File: src/hdl/scmcc_pkg.sv
// =====================================================================
// shared constants of the system and module clock control block
package scmcc_pkg;

  // =====================================================================
  // register indices; byte address is four times the index
  localparam logic [7:0] IDX_GATE0 = 8'h63; // module_clock_gate_0
  localparam logic [7:0] IDX_GATE1 = 8'h64; // module_clock_gate_1
  localparam logic [7:0] IDX_GATE2 = 8'h65; // module_clock_gate_2
  localparam logic [7:0] IDX_SYSSEL = 8'h66; // system_clock_select
  localparam logic [7:0] IDX_I2S_STEP = 8'h67; // i2s_enable_and_step
  localparam logic [7:0] IDX_I2S_MOD = 8'h68; // i2s_divider_mod
  localparam logic [7:0] IDX_MIC_STEP = 8'h6C; // mic_enable_and_step
  localparam logic [7:0] IDX_MIC_MOD = 8'h6D; // mic_divider_mod
  localparam logic [7:0] IDX_HS_SEL = 8'h70; // high_speed_source_select
  localparam logic [7:0] IDX_LS_SEL = 8'h73; // low_speed_source_select
  localparam logic [7:0] IDX_STATUS = 8'h74; // applied selections, read only

  // =====================================================================
  // reset values
  localparam logic [7:0] RST_GATE0 = 8'h83;
  localparam logic [7:0] RST_GATE1 = 8'h00;
  localparam logic [7:0] RST_GATE2 = 8'h30;
  localparam logic [7:0] RST_SYSSEL = 8'h06;
  localparam logic [7:0] RST_I2S_STEP = 8'h00;
  localparam logic [7:0] RST_I2S_MOD = 8'h02;
  localparam logic [7:0] RST_MIC_STEP = 8'h01;
  localparam logic [7:0] RST_MIC_MOD = 8'h02;
  localparam logic [7:0] RST_HS_SEL = 8'h00;
  localparam logic [7:0] RST_LS_SEL = 8'h04;

  // =====================================================================
  // field positions
  localparam int SYS_DIV_MSB = 4; // divider field [4:0]
  localparam int SYS_SRC_LSB = 5; // source field [6:5]
  localparam int SYS_HS_BIT = 7; // low bit of high-speed code
  localparam int HS_SEL_BIT = 0; // high bit of high-speed code
  localparam int STEP_EN_BIT = 7; // divider enable
  localparam int STEP_MSB = 6; // step field [6:0]
  localparam int LS_SLOW_BIT = 0; // 32 kHz source
  localparam int LS_MIC_BIT = 1; // microphone source

  // axi responses
  localparam logic [1:0] RESP_OKAY = 2'h0;
  localparam logic [1:0] RESP_SLVERR = 2'h2;

  // =====================================================================
  // source encodings
  typedef enum logic [1:0] {
    SCMCC_SYS_RC = 2'h0,
    SCMCC_SYS_HS = 2'h1,
    SCMCC_SYS_DIV = 2'h2,
    SCMCC_SYS_32M = 2'h3
  } scmcc_sys_src_type;

  localparam logic [1:0] HS_DOUBLED = 2'h0; // 48 MHz doubled crystal
  localparam logic [1:0] HS_RC = 2'h1; // fast rc oscillator
  localparam logic [1:0] TWO_THIRDS_SKIP = 2'h2; // phase that drops a tick

endpackage

File: src/hdl/scmcc_top.sv
`timescale 1ns/10ps
// Function
// RL1 - system clock picks one of four sources
// RL2 - source codes: rc, hs, divided hs, 32M
// RL3 - divided source is hs over divider field
// RL4 - software keeps the divider two or more
// RL5 - hs code from two select bits
// RL6 - hs codes: doubled, rc, crystal
// RL7 - 32M is doubled clock times two thirds
// RL8 - three gate registers, bit per module
// RL9 - gate bit one passes, zero stops
// RL10 - timer gets crystal times two thirds
// RL11 - usb clock from the doubled clock
// RL12 - i2s clock runs only when enabled
// RL13 - i2s step and mod fields
// RL14 - i2s clock is 48M times step/mod
// RL15 - microphone clock runs only when enabled
// RL16 - microphone source: divider or 32 kHz
// RL17 - microphone step/mod fractional divider
// RL18 - 32 kHz source select bit
// RL19 - zero rc, one crystal for 32 kHz
// RL20 - switching never cuts a clock pulse
// every clock is carried as a one-cycle tick per source edge on aclk
module scmcc_top #(
  parameter int ADDR_W = 12 // axi address width
) (
  input wire logic aclk,
  input wire logic aresetn,
  input wire logic ce,
  // clock source ticks
  input wire logic rc_oscillator_fast_tick,
  input wire logic crystal_clock_fast_tick,
  input wire logic doubled_fast_tick,
  input wire logic rc_oscillator_slow_tick,
  input wire logic crystal_clock_slow_tick,
  // generated clock ticks
  output logic system_clock_tick,
  output logic timer_clock_tick,
  output logic usb_clock_tick,
  output logic i2s_clock_tick,
  output logic digital_microphone_tick,
  output logic slow_clock_tick,
  output logic [23:0] module_clock_tick,
  // axi4-lite slave
  input wire logic [ADDR_W-1:0] awaddr,
  input wire logic awvalid,
  output logic awready,
  input wire logic [31:0] wdata,
  input wire logic [3:0] wstrb,
  input wire logic wvalid,
  output logic wready,
  output logic [1:0] bresp,
  output logic bvalid,
  input wire logic bready,
  input wire logic [ADDR_W-1:0] araddr,
  input wire logic arvalid,
  output logic arready,
  output logic [31:0] rdata,
  output logic [1:0] rresp,
  output logic rvalid,
  input wire logic rready
);

  // =====================================================================
  // functions
  // fractional step: returns {tick, next accumulator}
  function automatic logic [8:0] frac_step(input logic [7:0] acc, input logic [6:0] step,
                                            input logic [7:0] modv);
    logic [8:0] sum;
    sum = {1'b0, acc} + {2'b00, step};
    if (sum >= {1'b0, modv}) begin
      frac_step = {1'b1, 8'(sum - {1'b0, modv})};
    end else begin
      frac_step = {1'b0, sum[7:0]};
    end
  endfunction

  // two out of three phases pass a tick
  function automatic logic two_thirds_pass(input logic [1:0] ph);
    two_thirds_pass = (ph != scmcc_pkg::TWO_THIRDS_SKIP);
  endfunction

  function automatic logic [1:0] two_thirds_next(input logic [1:0] ph);
    two_thirds_next = (ph == scmcc_pkg::TWO_THIRDS_SKIP) ? 2'h0 : 2'(ph + 2'h1);
  endfunction

  // register map check
  function automatic logic idx_mapped(input logic [7:0] idx);
    idx_mapped = idx inside {scmcc_pkg::IDX_GATE0, scmcc_pkg::IDX_GATE1,
                             scmcc_pkg::IDX_GATE2, scmcc_pkg::IDX_SYSSEL,
                             scmcc_pkg::IDX_I2S_STEP, scmcc_pkg::IDX_I2S_MOD,
                             scmcc_pkg::IDX_MIC_STEP, scmcc_pkg::IDX_MIC_MOD,
                             scmcc_pkg::IDX_HS_SEL, scmcc_pkg::IDX_LS_SEL,
                             scmcc_pkg::IDX_STATUS};
  endfunction

  // =====================================================================
  // declarations
  logic [7:0] gate_r [3]; // module gate registers
  logic [7:0] sysclk_sel_r; // system_clock_select
  logic [7:0] i2s_step_r; // i2s enable and step
  logic [7:0] i2s_mod_r; // i2s mod
  logic [7:0] mic_step_r; // microphone enable and step
  logic [7:0] mic_mod_r; // microphone mod
  logic [7:0] hs_sel_r; // high-speed select
  logic [7:0] ls_sel_r; // low-speed select
  logic awready_r, wready_r, bvalid_r, arready_r, rvalid_r;
  logic [1:0] bresp_r, rresp_r;
  logic [31:0] rdata_r;
  logic aw_got_r, w_got_r; // write halves held
  logic [7:0] aw_idx_r; // held write index
  logic [7:0] w_byte_r; // held write byte
  logic w_lane_r; // byte lane 0 strobed
  logic wr_fire; // write performed this cycle
  logic [7:0] ar_idx; // read index
  logic [7:0] status_byte; // applied selections
  scmcc_pkg::scmcc_sys_src_type sys_act_r; // applied system source
  logic [1:0] hs_act_r; // applied high-speed code
  logic slow_act_r; // applied 32 kHz source
  logic mic_src_act_r; // applied microphone source
  logic [1:0] sys_req; // requested system source
  logic [1:0] hs_req; // requested high-speed code
  logic hs_tick; // selected high-speed tick
  logic [4:0] div_cnt_r; // high-speed divider count
  logic div_tick; // divided high-speed tick
  logic [1:0] ph32_r; // 32M two-thirds phase
  logic tick32; // 32M tick
  logic [1:0] ph_tmr_r; // timer two-thirds phase
  logic sys_tick; // selected system tick
  logic any_fast; // a fast source ticks now
  logic [7:0] i2s_acc_r, mic_acc_r; // fractional accumulators
  logic [8:0] i2s_frac, mic_frac; // step results
  logic slow_tick; // selected 32 kHz tick
  logic sys_tick_r, tmr_tick_r, usb_tick_r, i2s_tick_r, mic_tick_r, slow_tick_r;
  logic [23:0] mod_tick_r;

  // =====================================================================
  // axi write channels: address and data taken in either order
  assign wr_fire = aw_got_r && w_got_r && !bvalid_r;

  always_ff @(posedge aclk) begin
    if (!aresetn) begin
      awready_r <= 1'b0;
      wready_r <= 1'b0;
      aw_got_r <= 1'b0;
      w_got_r <= 1'b0;
      aw_idx_r <= 8'h00;
      w_byte_r <= 8'h00;
      w_lane_r <= 1'b0;
      bvalid_r <= 1'b0;
      bresp_r <= scmcc_pkg::RESP_OKAY;
    end else if (ce) begin
      // address half
      if (awvalid && awready_r) begin
        aw_idx_r <= awaddr[9:2];
        aw_got_r <= 1'b1;
        awready_r <= 1'b0;
      end else if (!aw_got_r && !bvalid_r && !wr_fire) begin
        awready_r <= 1'b1;
      end
      // data half
      if (wvalid && wready_r) begin
        w_byte_r <= wdata[7:0];
        w_lane_r <= wstrb[0];
        w_got_r <= 1'b1;
        wready_r <= 1'b0;
      end else if (!w_got_r && !bvalid_r && !wr_fire) begin
        wready_r <= 1'b1;
      end
      // response after both halves
      if (wr_fire) begin
        aw_got_r <= 1'b0;
        w_got_r <= 1'b0;
        bvalid_r <= 1'b1;
        bresp_r <= (idx_mapped(aw_idx_r) && aw_idx_r != scmcc_pkg::IDX_STATUS) ?
                   scmcc_pkg::RESP_OKAY : scmcc_pkg::RESP_SLVERR;
      end else if (bvalid_r && bready) begin
        bvalid_r <= 1'b0;
      end
    end
  end

  // =====================================================================
  // register writes, low byte lane only
  always_ff @(posedge aclk) begin
    if (!aresetn) begin
      gate_r[0] <= scmcc_pkg::RST_GATE0;
      gate_r[1] <= scmcc_pkg::RST_GATE1;
      gate_r[2] <= scmcc_pkg::RST_GATE2;
      sysclk_sel_r <= scmcc_pkg::RST_SYSSEL;
      i2s_step_r <= scmcc_pkg::RST_I2S_STEP;
      i2s_mod_r <= scmcc_pkg::RST_I2S_MOD;
      mic_step_r <= scmcc_pkg::RST_MIC_STEP;
      mic_mod_r <= scmcc_pkg::RST_MIC_MOD;
      hs_sel_r <= scmcc_pkg::RST_HS_SEL;
      ls_sel_r <= scmcc_pkg::RST_LS_SEL;
    end else if (ce && wr_fire && w_lane_r) begin
      unique case (aw_idx_r)
        scmcc_pkg::IDX_GATE0: gate_r[0] <= w_byte_r; // [RL8]
        scmcc_pkg::IDX_GATE1: gate_r[1] <= w_byte_r; // [RL8]
        scmcc_pkg::IDX_GATE2: gate_r[2] <= w_byte_r; // [RL8]
        scmcc_pkg::IDX_SYSSEL: sysclk_sel_r <= w_byte_r;
        scmcc_pkg::IDX_I2S_STEP: i2s_step_r <= w_byte_r; // [RL13]
        scmcc_pkg::IDX_I2S_MOD: i2s_mod_r <= w_byte_r; // [RL13]
        scmcc_pkg::IDX_MIC_STEP: mic_step_r <= w_byte_r; // [RL17]
        scmcc_pkg::IDX_MIC_MOD: mic_mod_r <= w_byte_r; // [RL17]
        scmcc_pkg::IDX_HS_SEL: hs_sel_r <= w_byte_r;
        scmcc_pkg::IDX_LS_SEL: ls_sel_r <= w_byte_r;
        default: ; // status and unmapped are not written
      endcase
    end
  end

  // =====================================================================
  // axi read channel
  assign ar_idx = araddr[9:2];
  assign status_byte = {2'b00, mic_src_act_r, slow_act_r, hs_act_r, sys_act_r};

  always_ff @(posedge aclk) begin
    if (!aresetn) begin
      arready_r <= 1'b0;
      rvalid_r <= 1'b0;
      rdata_r <= 32'h0000_0000;
      rresp_r <= scmcc_pkg::RESP_OKAY;
    end else if (ce) begin
      if (arvalid && arready_r) begin
        arready_r <= 1'b0;
        rvalid_r <= 1'b1;
        rresp_r <= idx_mapped(ar_idx) ? scmcc_pkg::RESP_OKAY : scmcc_pkg::RESP_SLVERR;
        unique case (ar_idx)
          scmcc_pkg::IDX_GATE0: rdata_r <= {24'h000000, gate_r[0]};
          scmcc_pkg::IDX_GATE1: rdata_r <= {24'h000000, gate_r[1]};
          scmcc_pkg::IDX_GATE2: rdata_r <= {24'h000000, gate_r[2]};
          scmcc_pkg::IDX_SYSSEL: rdata_r <= {24'h000000, sysclk_sel_r};
          scmcc_pkg::IDX_I2S_STEP: rdata_r <= {24'h000000, i2s_step_r};
          scmcc_pkg::IDX_I2S_MOD: rdata_r <= {24'h000000, i2s_mod_r};
          scmcc_pkg::IDX_MIC_STEP: rdata_r <= {24'h000000, mic_step_r};
          scmcc_pkg::IDX_MIC_MOD: rdata_r <= {24'h000000, mic_mod_r};
          scmcc_pkg::IDX_HS_SEL: rdata_r <= {24'h000000, hs_sel_r};
          scmcc_pkg::IDX_LS_SEL: rdata_r <= {24'h000000, ls_sel_r};
          scmcc_pkg::IDX_STATUS: rdata_r <= {24'h000000, status_byte};
          default: rdata_r <= 32'h0000_0000; // unmapped reads zero
        endcase
      end else if (rvalid_r) begin
        if (rready) begin
          rvalid_r <= 1'b0;
        end
      end else begin
        arready_r <= 1'b1;
      end
    end
  end

  // =====================================================================
  // source selection, applied only between pulses
  assign sys_req = sysclk_sel_r[scmcc_pkg::SYS_SRC_LSB +: 2]; // [RL1]
  assign hs_req = {hs_sel_r[scmcc_pkg::HS_SEL_BIT], sysclk_sel_r[scmcc_pkg::SYS_HS_BIT]}; // [RL5]
  assign any_fast = rc_oscillator_fast_tick | crystal_clock_fast_tick | doubled_fast_tick;

  // each select moves only in a cycle where none of its own sources ticks, so no pulse is cut
  always_ff @(posedge aclk) begin
    if (!aresetn) begin
      sys_act_r <= scmcc_pkg::SCMCC_SYS_RC;
      hs_act_r <= scmcc_pkg::HS_DOUBLED;
      slow_act_r <= 1'b0;
      mic_src_act_r <= 1'b0;
    end else if (ce) begin
      if (!any_fast) begin
        sys_act_r <= scmcc_pkg::scmcc_sys_src_type'(sys_req); // [RL20]
        hs_act_r <= hs_req; // [RL20]
      end
      if (!rc_oscillator_slow_tick && !crystal_clock_slow_tick) begin
        slow_act_r <= ls_sel_r[scmcc_pkg::LS_SLOW_BIT]; // [RL18] [RL20]
      end
      if (!doubled_fast_tick && !slow_tick) begin
        mic_src_act_r <= ls_sel_r[scmcc_pkg::LS_MIC_BIT]; // [RL16] [RL20]
      end
    end
  end

  // high-speed clock mux
  always_comb begin
    if (hs_act_r[1]) begin
      hs_tick = crystal_clock_fast_tick; // [RL6]
    end else if (hs_act_r == scmcc_pkg::HS_RC) begin
      hs_tick = rc_oscillator_fast_tick; // [RL6]
    end else begin
      hs_tick = doubled_fast_tick; // [RL6]
    end
  end

  // =====================================================================
  // high-speed divider: one tick per divider-field high-speed ticks
  assign div_tick = hs_tick && ({1'b0, div_cnt_r} + 6'h01 >=
                                {1'b0, sysclk_sel_r[scmcc_pkg::SYS_DIV_MSB:0]}); // [RL3]

  always_ff @(posedge aclk) begin
    if (!aresetn) begin
      div_cnt_r <= 5'h00;
    end else if (ce && hs_tick) begin
      div_cnt_r <= div_tick ? 5'h00 : 5'(div_cnt_r + 5'h01); // [RL3]
    end
  end

  // two-thirds dividers for 32M and the timer
  assign tick32 = doubled_fast_tick && two_thirds_pass(ph32_r); // [RL7]

  always_ff @(posedge aclk) begin
    if (!aresetn) begin
      ph32_r <= 2'h0;
      ph_tmr_r <= 2'h0;
    end else if (ce) begin
      if (doubled_fast_tick) begin
        ph32_r <= two_thirds_next(ph32_r); // [RL7]
      end
      if (crystal_clock_fast_tick) begin
        ph_tmr_r <= two_thirds_next(ph_tmr_r); // [RL10]
      end
    end
  end

  // system clock mux
  always_comb begin
    unique case (sys_act_r)
      scmcc_pkg::SCMCC_SYS_RC: sys_tick = rc_oscillator_fast_tick; // [RL2]
      scmcc_pkg::SCMCC_SYS_HS: sys_tick = hs_tick; // [RL2]
      scmcc_pkg::SCMCC_SYS_DIV: sys_tick = div_tick; // [RL2]
      scmcc_pkg::SCMCC_SYS_32M: sys_tick = tick32; // [RL2]
    endcase
  end

  // =====================================================================
  // fractional dividers on the doubled clock
  assign i2s_frac = frac_step(i2s_acc_r, i2s_step_r[scmcc_pkg::STEP_MSB:0], i2s_mod_r);
  assign mic_frac = frac_step(mic_acc_r, mic_step_r[scmcc_pkg::STEP_MSB:0], mic_mod_r);
  assign slow_tick = slow_act_r ? crystal_clock_slow_tick : rc_oscillator_slow_tick; // [RL19]

  always_ff @(posedge aclk) begin
    if (!aresetn) begin
      i2s_acc_r <= 8'h00;
      mic_acc_r <= 8'h00;
    end else if (ce && doubled_fast_tick) begin
      i2s_acc_r <= i2s_step_r[scmcc_pkg::STEP_EN_BIT] ? i2s_frac[7:0] : 8'h00; // [RL14]
      mic_acc_r <= mic_step_r[scmcc_pkg::STEP_EN_BIT] ? mic_frac[7:0] : 8'h00; // [RL17]
    end
  end

  // =====================================================================
  // output tick registers
  always_ff @(posedge aclk) begin
    if (!aresetn) begin
      sys_tick_r <= 1'b0;
      tmr_tick_r <= 1'b0;
      usb_tick_r <= 1'b0;
      i2s_tick_r <= 1'b0;
      mic_tick_r <= 1'b0;
      slow_tick_r <= 1'b0;
      mod_tick_r <= 24'h000000;
    end else if (ce) begin
      sys_tick_r <= sys_tick;
      tmr_tick_r <= crystal_clock_fast_tick && two_thirds_pass(ph_tmr_r); // [RL10]
      usb_tick_r <= doubled_fast_tick; // [RL11]
      i2s_tick_r <= doubled_fast_tick && i2s_step_r[scmcc_pkg::STEP_EN_BIT]
                    && i2s_frac[8]; // [RL12] [RL14]
      if (mic_src_act_r) begin
        mic_tick_r <= mic_step_r[scmcc_pkg::STEP_EN_BIT] && slow_tick; // [RL15] [RL16]
      end else begin
        mic_tick_r <= mic_step_r[scmcc_pkg::STEP_EN_BIT] && doubled_fast_tick
                      && mic_frac[8]; // [RL15] [RL17]
      end
      slow_tick_r <= slow_tick;
      mod_tick_r <= {gate_r[2], gate_r[1], gate_r[0]} & {24{sys_tick}}; // [RL9]
    end
  end

  assign system_clock_tick = sys_tick_r;
  assign timer_clock_tick = tmr_tick_r;
  assign usb_clock_tick = usb_tick_r;
  assign i2s_clock_tick = i2s_tick_r;
  assign digital_microphone_tick = mic_tick_r;
  assign slow_clock_tick = slow_tick_r;
  assign module_clock_tick = mod_tick_r;
  assign awready = awready_r;
  assign wready = wready_r;
  assign bvalid = bvalid_r;
  assign bresp = bresp_r;
  assign arready = arready_r;
  assign rvalid = rvalid_r;
  assign rdata = rdata_r;
  assign rresp = rresp_r;

  // helper: whether the last high-speed tick was also a divided tick
  logic div_last_r;
  always_ff @(posedge aclk) begin
    if (!aresetn) begin
      div_last_r <= 1'b0;
    end else if (ce && hs_tick) begin
      div_last_r <= div_tick;
    end
  end
endmodule

File: config.mk
export PLATFORM = sky130hd
export DESIGN_NAME = scmcc_top
export DESIGN_NICKNAME = d
export VERILOG_FILES = /design/src/hdl/scmcc_pkg.sv /design/src/hdl/scmcc_top.sv
export SDC_FILE = /design/constraint.sdc
export NUM_CORES = 1
export LEC_CHECK = 0
export BUFFER_PORTS_ARGS = -buffer_cell sky130_fd_sc_hd__buf_2
export CAP_MARGIN = 10
export CORE_MARGIN = 5
export CORE_UTILIZATION = 56
export DETAILED_ROUTE_END_ITERATION = 10
export PLACE_DENSITY = 0.79
export SLEW_MARGIN = 40
export SYNTH_ARGS = -nofsm -noshare
export SYNTH_HDL_FRONTEND = slang
export SYNTH_SLANG_ARGS = --single-unit
File: constraint.sdc
create_clock -name aclk -period 5.2 [get_ports aclk]
set_input_delay 0.26 -clock aclk [delete_from_list [all_inputs] [get_ports aclk]]
set_output_delay 0.26 -clock aclk [all_outputs]
set_load 0.01 [all_outputs]
# Word level (Yosys, flattened, before mapping)
# Memory sizes are Yosys's and may differ from the RTL's.
# Cells that the tools add are included.
# classes
addsub	8
reduce_logical	63
n_lt_le_gt_ge	3
n_eq_ne	32
n_div	0
n_shift	0
n_mul	0
muxes	46
n_bitwise	7
# ops
cell	count
$eq 8x7->1 const B	22
$pmux 8 s11	1
$reduce_and 2->1	22
$mux 8	5
$mux 1	32
$logic_and 1x1->1	25
$and 24x24->24	1
$reduce_bool 11->1	2
$add 8x7->9	2
$ge 9x8->1	2
$mux 9	2
$sub 8x8->8	2
$reduce_bool 2->1	5
$eq 2x2->1 const B	4
$logic_not 1->1	8
$mux 2	4
$ne 8x7->1 const B	1
$add 5x1->6 const B	1
$ge 6x5->1	1
$add 5x1->5 const B	1
$mux 5	1
$or 1x1->1	5
$add 2x1->2 const B	2
$eq 2x1->1 const B	2
other kinds (5)	6
# totals
latchBits	0
memories	1
out_inout_bits	71
ramBits	24
word_cells	196
register_bits	177
romBits	0
inputBits	73
# mem_list
memory	words	word_bits	read_ports	rd_clocked_by_memory_dff	wr	line	text
gate_r	3	8	3	0	3	scmcc_top.sv:99	logic [7:0] gate_r [3];

# Longest topological paths before layout
# depth
word_depth	8
mapped_depth	15
ltp_nobuf	15

# Worst setup path after synthesis
# Ideal clock, no wire load.
# synth_path
kind	reg2reg
startpoint	register i2s_step_r[0]
endpoint	register i2s_acc_r[7]
setup_ns	0.117
setup_slack_ns	1.862
path_buffers	0
path_stages_with_launch	14
period_less_slack_ns	3.338
arrival_ns	3.220
required_ns	5.083
path_cell_list	dfxtp_1 > ha_1 > fa_1 > a211oi_1 > nor2_1 > o31ai_1 > a21boi_0 > ha_1 > nand4_1 > o21bai_1 > nor2_1 > o2bb2ai_1 > or4b_2 > a32o_1
# synth_via
elab_chain_cells	4
word_cells_on_any_way	5
cone_classes	add/sub: 2; order compare: 1; mux: 2
# synth_rtl
item	line	text
start: declaration	scmcc_top.sv:101	logic [7:0] i2s_step_r;
start signal: assignment	scmcc_top.sv:191	i2s_step_r <= scmcc_pkg::RST_I2S_STEP;
start signal: assignment	scmcc_top.sv:203	scmcc_pkg::IDX_I2S_STEP: i2s_step_r <= w_byte_r;
$add 8x7->9 *	scmcc_top.sv:70	sum = {1'b0, acc} + {2'b00, step};
$sub 8x8->8 or $ge 9x8->1 (tied branches)	scmcc_top.sv:72, scmcc_top.sv:71	
$mux 9 *	scmcc_top.sv:71	if (sum >= {1'b0, modv}) begin
$mux 8 *	scmcc_top.sv:343	i2s_acc_r <= i2s_step_r[scmcc_pkg::STEP_EN_BIT] ? i2s_frac[7:0] : 8'h00;
end signal: assignment	scmcc_top.sv:343	
end: declaration	scmcc_top.sv:131	logic [7:0] i2s_acc_r, mic_acc_r;
# Mark *: on every way between the ends. The rest lies on a longest branch, timed or not.
# A chain may end at the register's enable or synchronous reset.

# Worst setup path in the final report
# Ends and elaborated chain as after synthesis.

==> flow_summary.toml <==
[worst_hold_path]
holdPathStages = 3
hp-class = "input port to register"
holdPathEnd = "aw_idx_r[7]$_SDFFE_PN0P_"
hold_start = "awaddr[9]"

[layout]
multi_input_area_um2 = 4700
antenna_cells = 0
final_util_pct = 64.4
fill_cells = 1268
final_cell_mix = "dfxtp_1, nand2_1, nor2_1, buf_2, a21oi_1"
fin_nets = 1119
synthToLayoutAreaGrowth_pct = 11.7
drive_gt1_share_pct = 15.8
seqCellArea_um2 = 3740
final_common_cell = "dfxtp_1"

[floorplan]
dieArea_um2 = 18400
rows = 45
die_h_um = 136
pin_count = 144
die-width_um = 136
start_util_pct = 57.6
fp.coreArea_um2 = 15300

[power_and_ir_drop]
power_density_nw_per_um2 = 287
total_power_mw = 2.83
p_leak_nw = 3.99
irDropWorstVdd_uv = 241

[clock_tree]
root_buffer = "clkbuf_16"
ctsHoldBuffers = 0
clk_pin_slew_worst_paths_ps = 70
numCtsBuffers = 17
post_cts_resized = 0
cts_sinks = 175
clock_path_buffers = 2
htree_levels = 4
cts_tree = "yes"
clk_latency_ps = 430
postCtsSetupBuffers = 0

[drt]
viasPerCell = 5.82
drcViolationCount = 0
ant_nets = 0
initialDrtViolationCount = 587
detail_route.wl_per_cell_um = 17.8
drt_pre_antenna_iters = 5
vias = 7153
drt_wl_total_um = 21800

[setup_path]
r2r_end = "i2s_acc_r[7]$_SDFFE_PN0P_"
r2r_cells = 13
timing.rr.start = "i2s_step_r[0]$_SDFFE_PN0P_"
cp-start-kind = "register"
cp.arrival_ps = 4120
critPathMaxFanout = 3
r2r_setup_slack_ps = 1400
crit_required_ps = 5520
worstSetupEndpointType = "register"
criticalPathCategory = "register to register"

[outcome]
status = "finished clean"

[sta]
tightest_slew_ps = 822
hold_viol = 0
final.setup.worst_slack_ps = 1400
setup_viol = 0
setup_tns_ps = 0
maxSlewViolCount = 0
fin_skew_ps = 8.26
rsz0062_at_grt = "false"
min_period_over_period_pct = 73.1
period_needed_ps = 3800
fmax_mhz = 263
worst_hold_slack_ps = 72.6
maxSlewHeadroom_pct = 45.0

[synthesis]
ys.warnings.count = 0
synth_compound_area_share_pct = 17.6
synth_xor_area_share_pct = 1.79
synthArstFlopShare_pct = 0
yosysUniqueCellTypes = 74
synth-seq-cells = 175
syn_area_per_cell_um2 = 9.33
synthCells = 946
synthAdderAreaFrac_pct = 6.01
synth_seq_area_share_pct = 42.4
synth_area_um2 = 8830
synth.area.mux_share_pct = 10.5
synth_top_area_cell = "dfxtp_1"
synth_flop_cell = "dfxtp_1"
synthSimpleGateAreaFrac_pct = 15.9
synth_enable_flop_cells = 24
synth_area_leaders = "dfxtp_1, edfxtp_1, mux2i_1"
synth_top_area_share_pct = 34.3
synth_top_family_by_area = "compound AO/OA/AOI/OAI gates"

[place]
hpwlAfterDp_um = 15900
dp_slack_ps = 1440
place_congestion = 0.991
io_buffers = 82

[run]
maxCapViolCount = 0

[global_routing]
antenna_found_initial = 0
overflow = 0
grt_pass1_vias = 6630
grt_use_total_pct = 24.2
grt_max_degree = 55
grt_pass1_wl_um = 34700
[routing by layer]
layer  vias up  share of wire [%]  track usage, %
li1       3465                  -               -
met1      3354                 45            33.3
met2       289                 45            37.6
met3        45                7.8            5.42
met4         0                2.6            8.40
met5         -                  0               0
[cell type report]
class,instances,area share [%]
sequential,175,38.0
multi-input combinational,694,47.7
timing repair buffer,88,4.62
clock buffer,18,4.45
clock inverter,14,1.46
tap,211,2.68
inverter,30,1.17
[kinds of logic after synthesis]
logic type	after synthesis
flops	175
mux	82
buf+inv	102
xor+xnor	18
fa+ha+maj	40
compound gates	232
simple gates	296
other cells	1
[stage by stage]
| step | instances | instance area [um2] |
|---|---|---|
| final | 1230 | 9860 |
| after global placement | 1198 | 9250 |
| after floorplan | 971 | 8920 |
| after CTS | 1230 | 9860 |
| after detailed placement | 1198 | 9280 |
| after global routing | 1230 | 9860 |
[report_power, final]
group | internal [mW] | total [mW] | leakage (nW) | switching (mW)
Combinational | 0.0539 | 0.153 | 2.26 | 0.0996
Clock | 0.689 | 1.26 | 0.275 | 0.569
Sequential | 1.39 | 1.41 | 1.45 | 0.0230
[critical path, stage by stage, from the launching register on]
cell and delay, ps:
dfxtp_1 350, ha_1 260, fa_1 430, a211oi_1 220, nor2_1 110, o31ai_1 360, a21boi_0 370, ha_1 240
nand4_1 90, o21bai_1 190, nor2_1 80, o2bb2ai_1 150, or4b_2 610, a32o_1 230
[worst max path at each step]
stage	slack (ps)	startpoint	end	depth (start not counted)
6_report	1400	i2s_step_r[0]$_SDFFE_PN0P_	i2s_acc_r[7]$_SDFFE_PN0P_	13
5_1_grt	1160	i2s_step_r[0]$_SDFFE_PN0P_	i2s_acc_r[7]$_SDFFE_PN0P_	13
4_1_cts	1410	i2s_step_r[0]$_SDFFE_PN0P_	i2s_acc_r[7]$_SDFFE_PN0P_	13
3_5_place_dp	1440	i2s_step_r[0]$_SDFFE_PN0P_	i2s_acc_r[7]$_SDFFE_PN0P_	13
3_3_place_gp	1540	i2s_step_r[0]$_SDFFE_PN0P_	i2s_acc_r[7]$_SDFFE_PN0P_	13
2_1_floorplan	1860	i2s_step_r[0]$_SDFFE_PN0P_	i2s_acc_r[7]$_SDFFE_PN0P_	13
[cells in the mapped netlist (5+ instances only)]
cell type	number
ha_1	36
nor2_1	94
a31oi_1	7
nand3_1	16
and3_1	7
xnor2_1	12
nor2b_1	6
o211ai_1	6
a22o_1	28
edfxtp_1	24
a21oi_1	74
mux4_2	8
buf_4	28
a22oi_1	14
buf_2	12
clkbuf_1	29
and2_1	10
a31o_2	5
nand2_1	110
mux2i_1	66
nor3_1	12
mux2_2	8
inv_1	29
o22ai_1	9
a21o_1	13
o21ai_0	30
dfxtp_1	151
xor2_1	6
nand2b_1	10
a211oi_1	6
o21a_1	10
(Power assumes the default switching activity.)
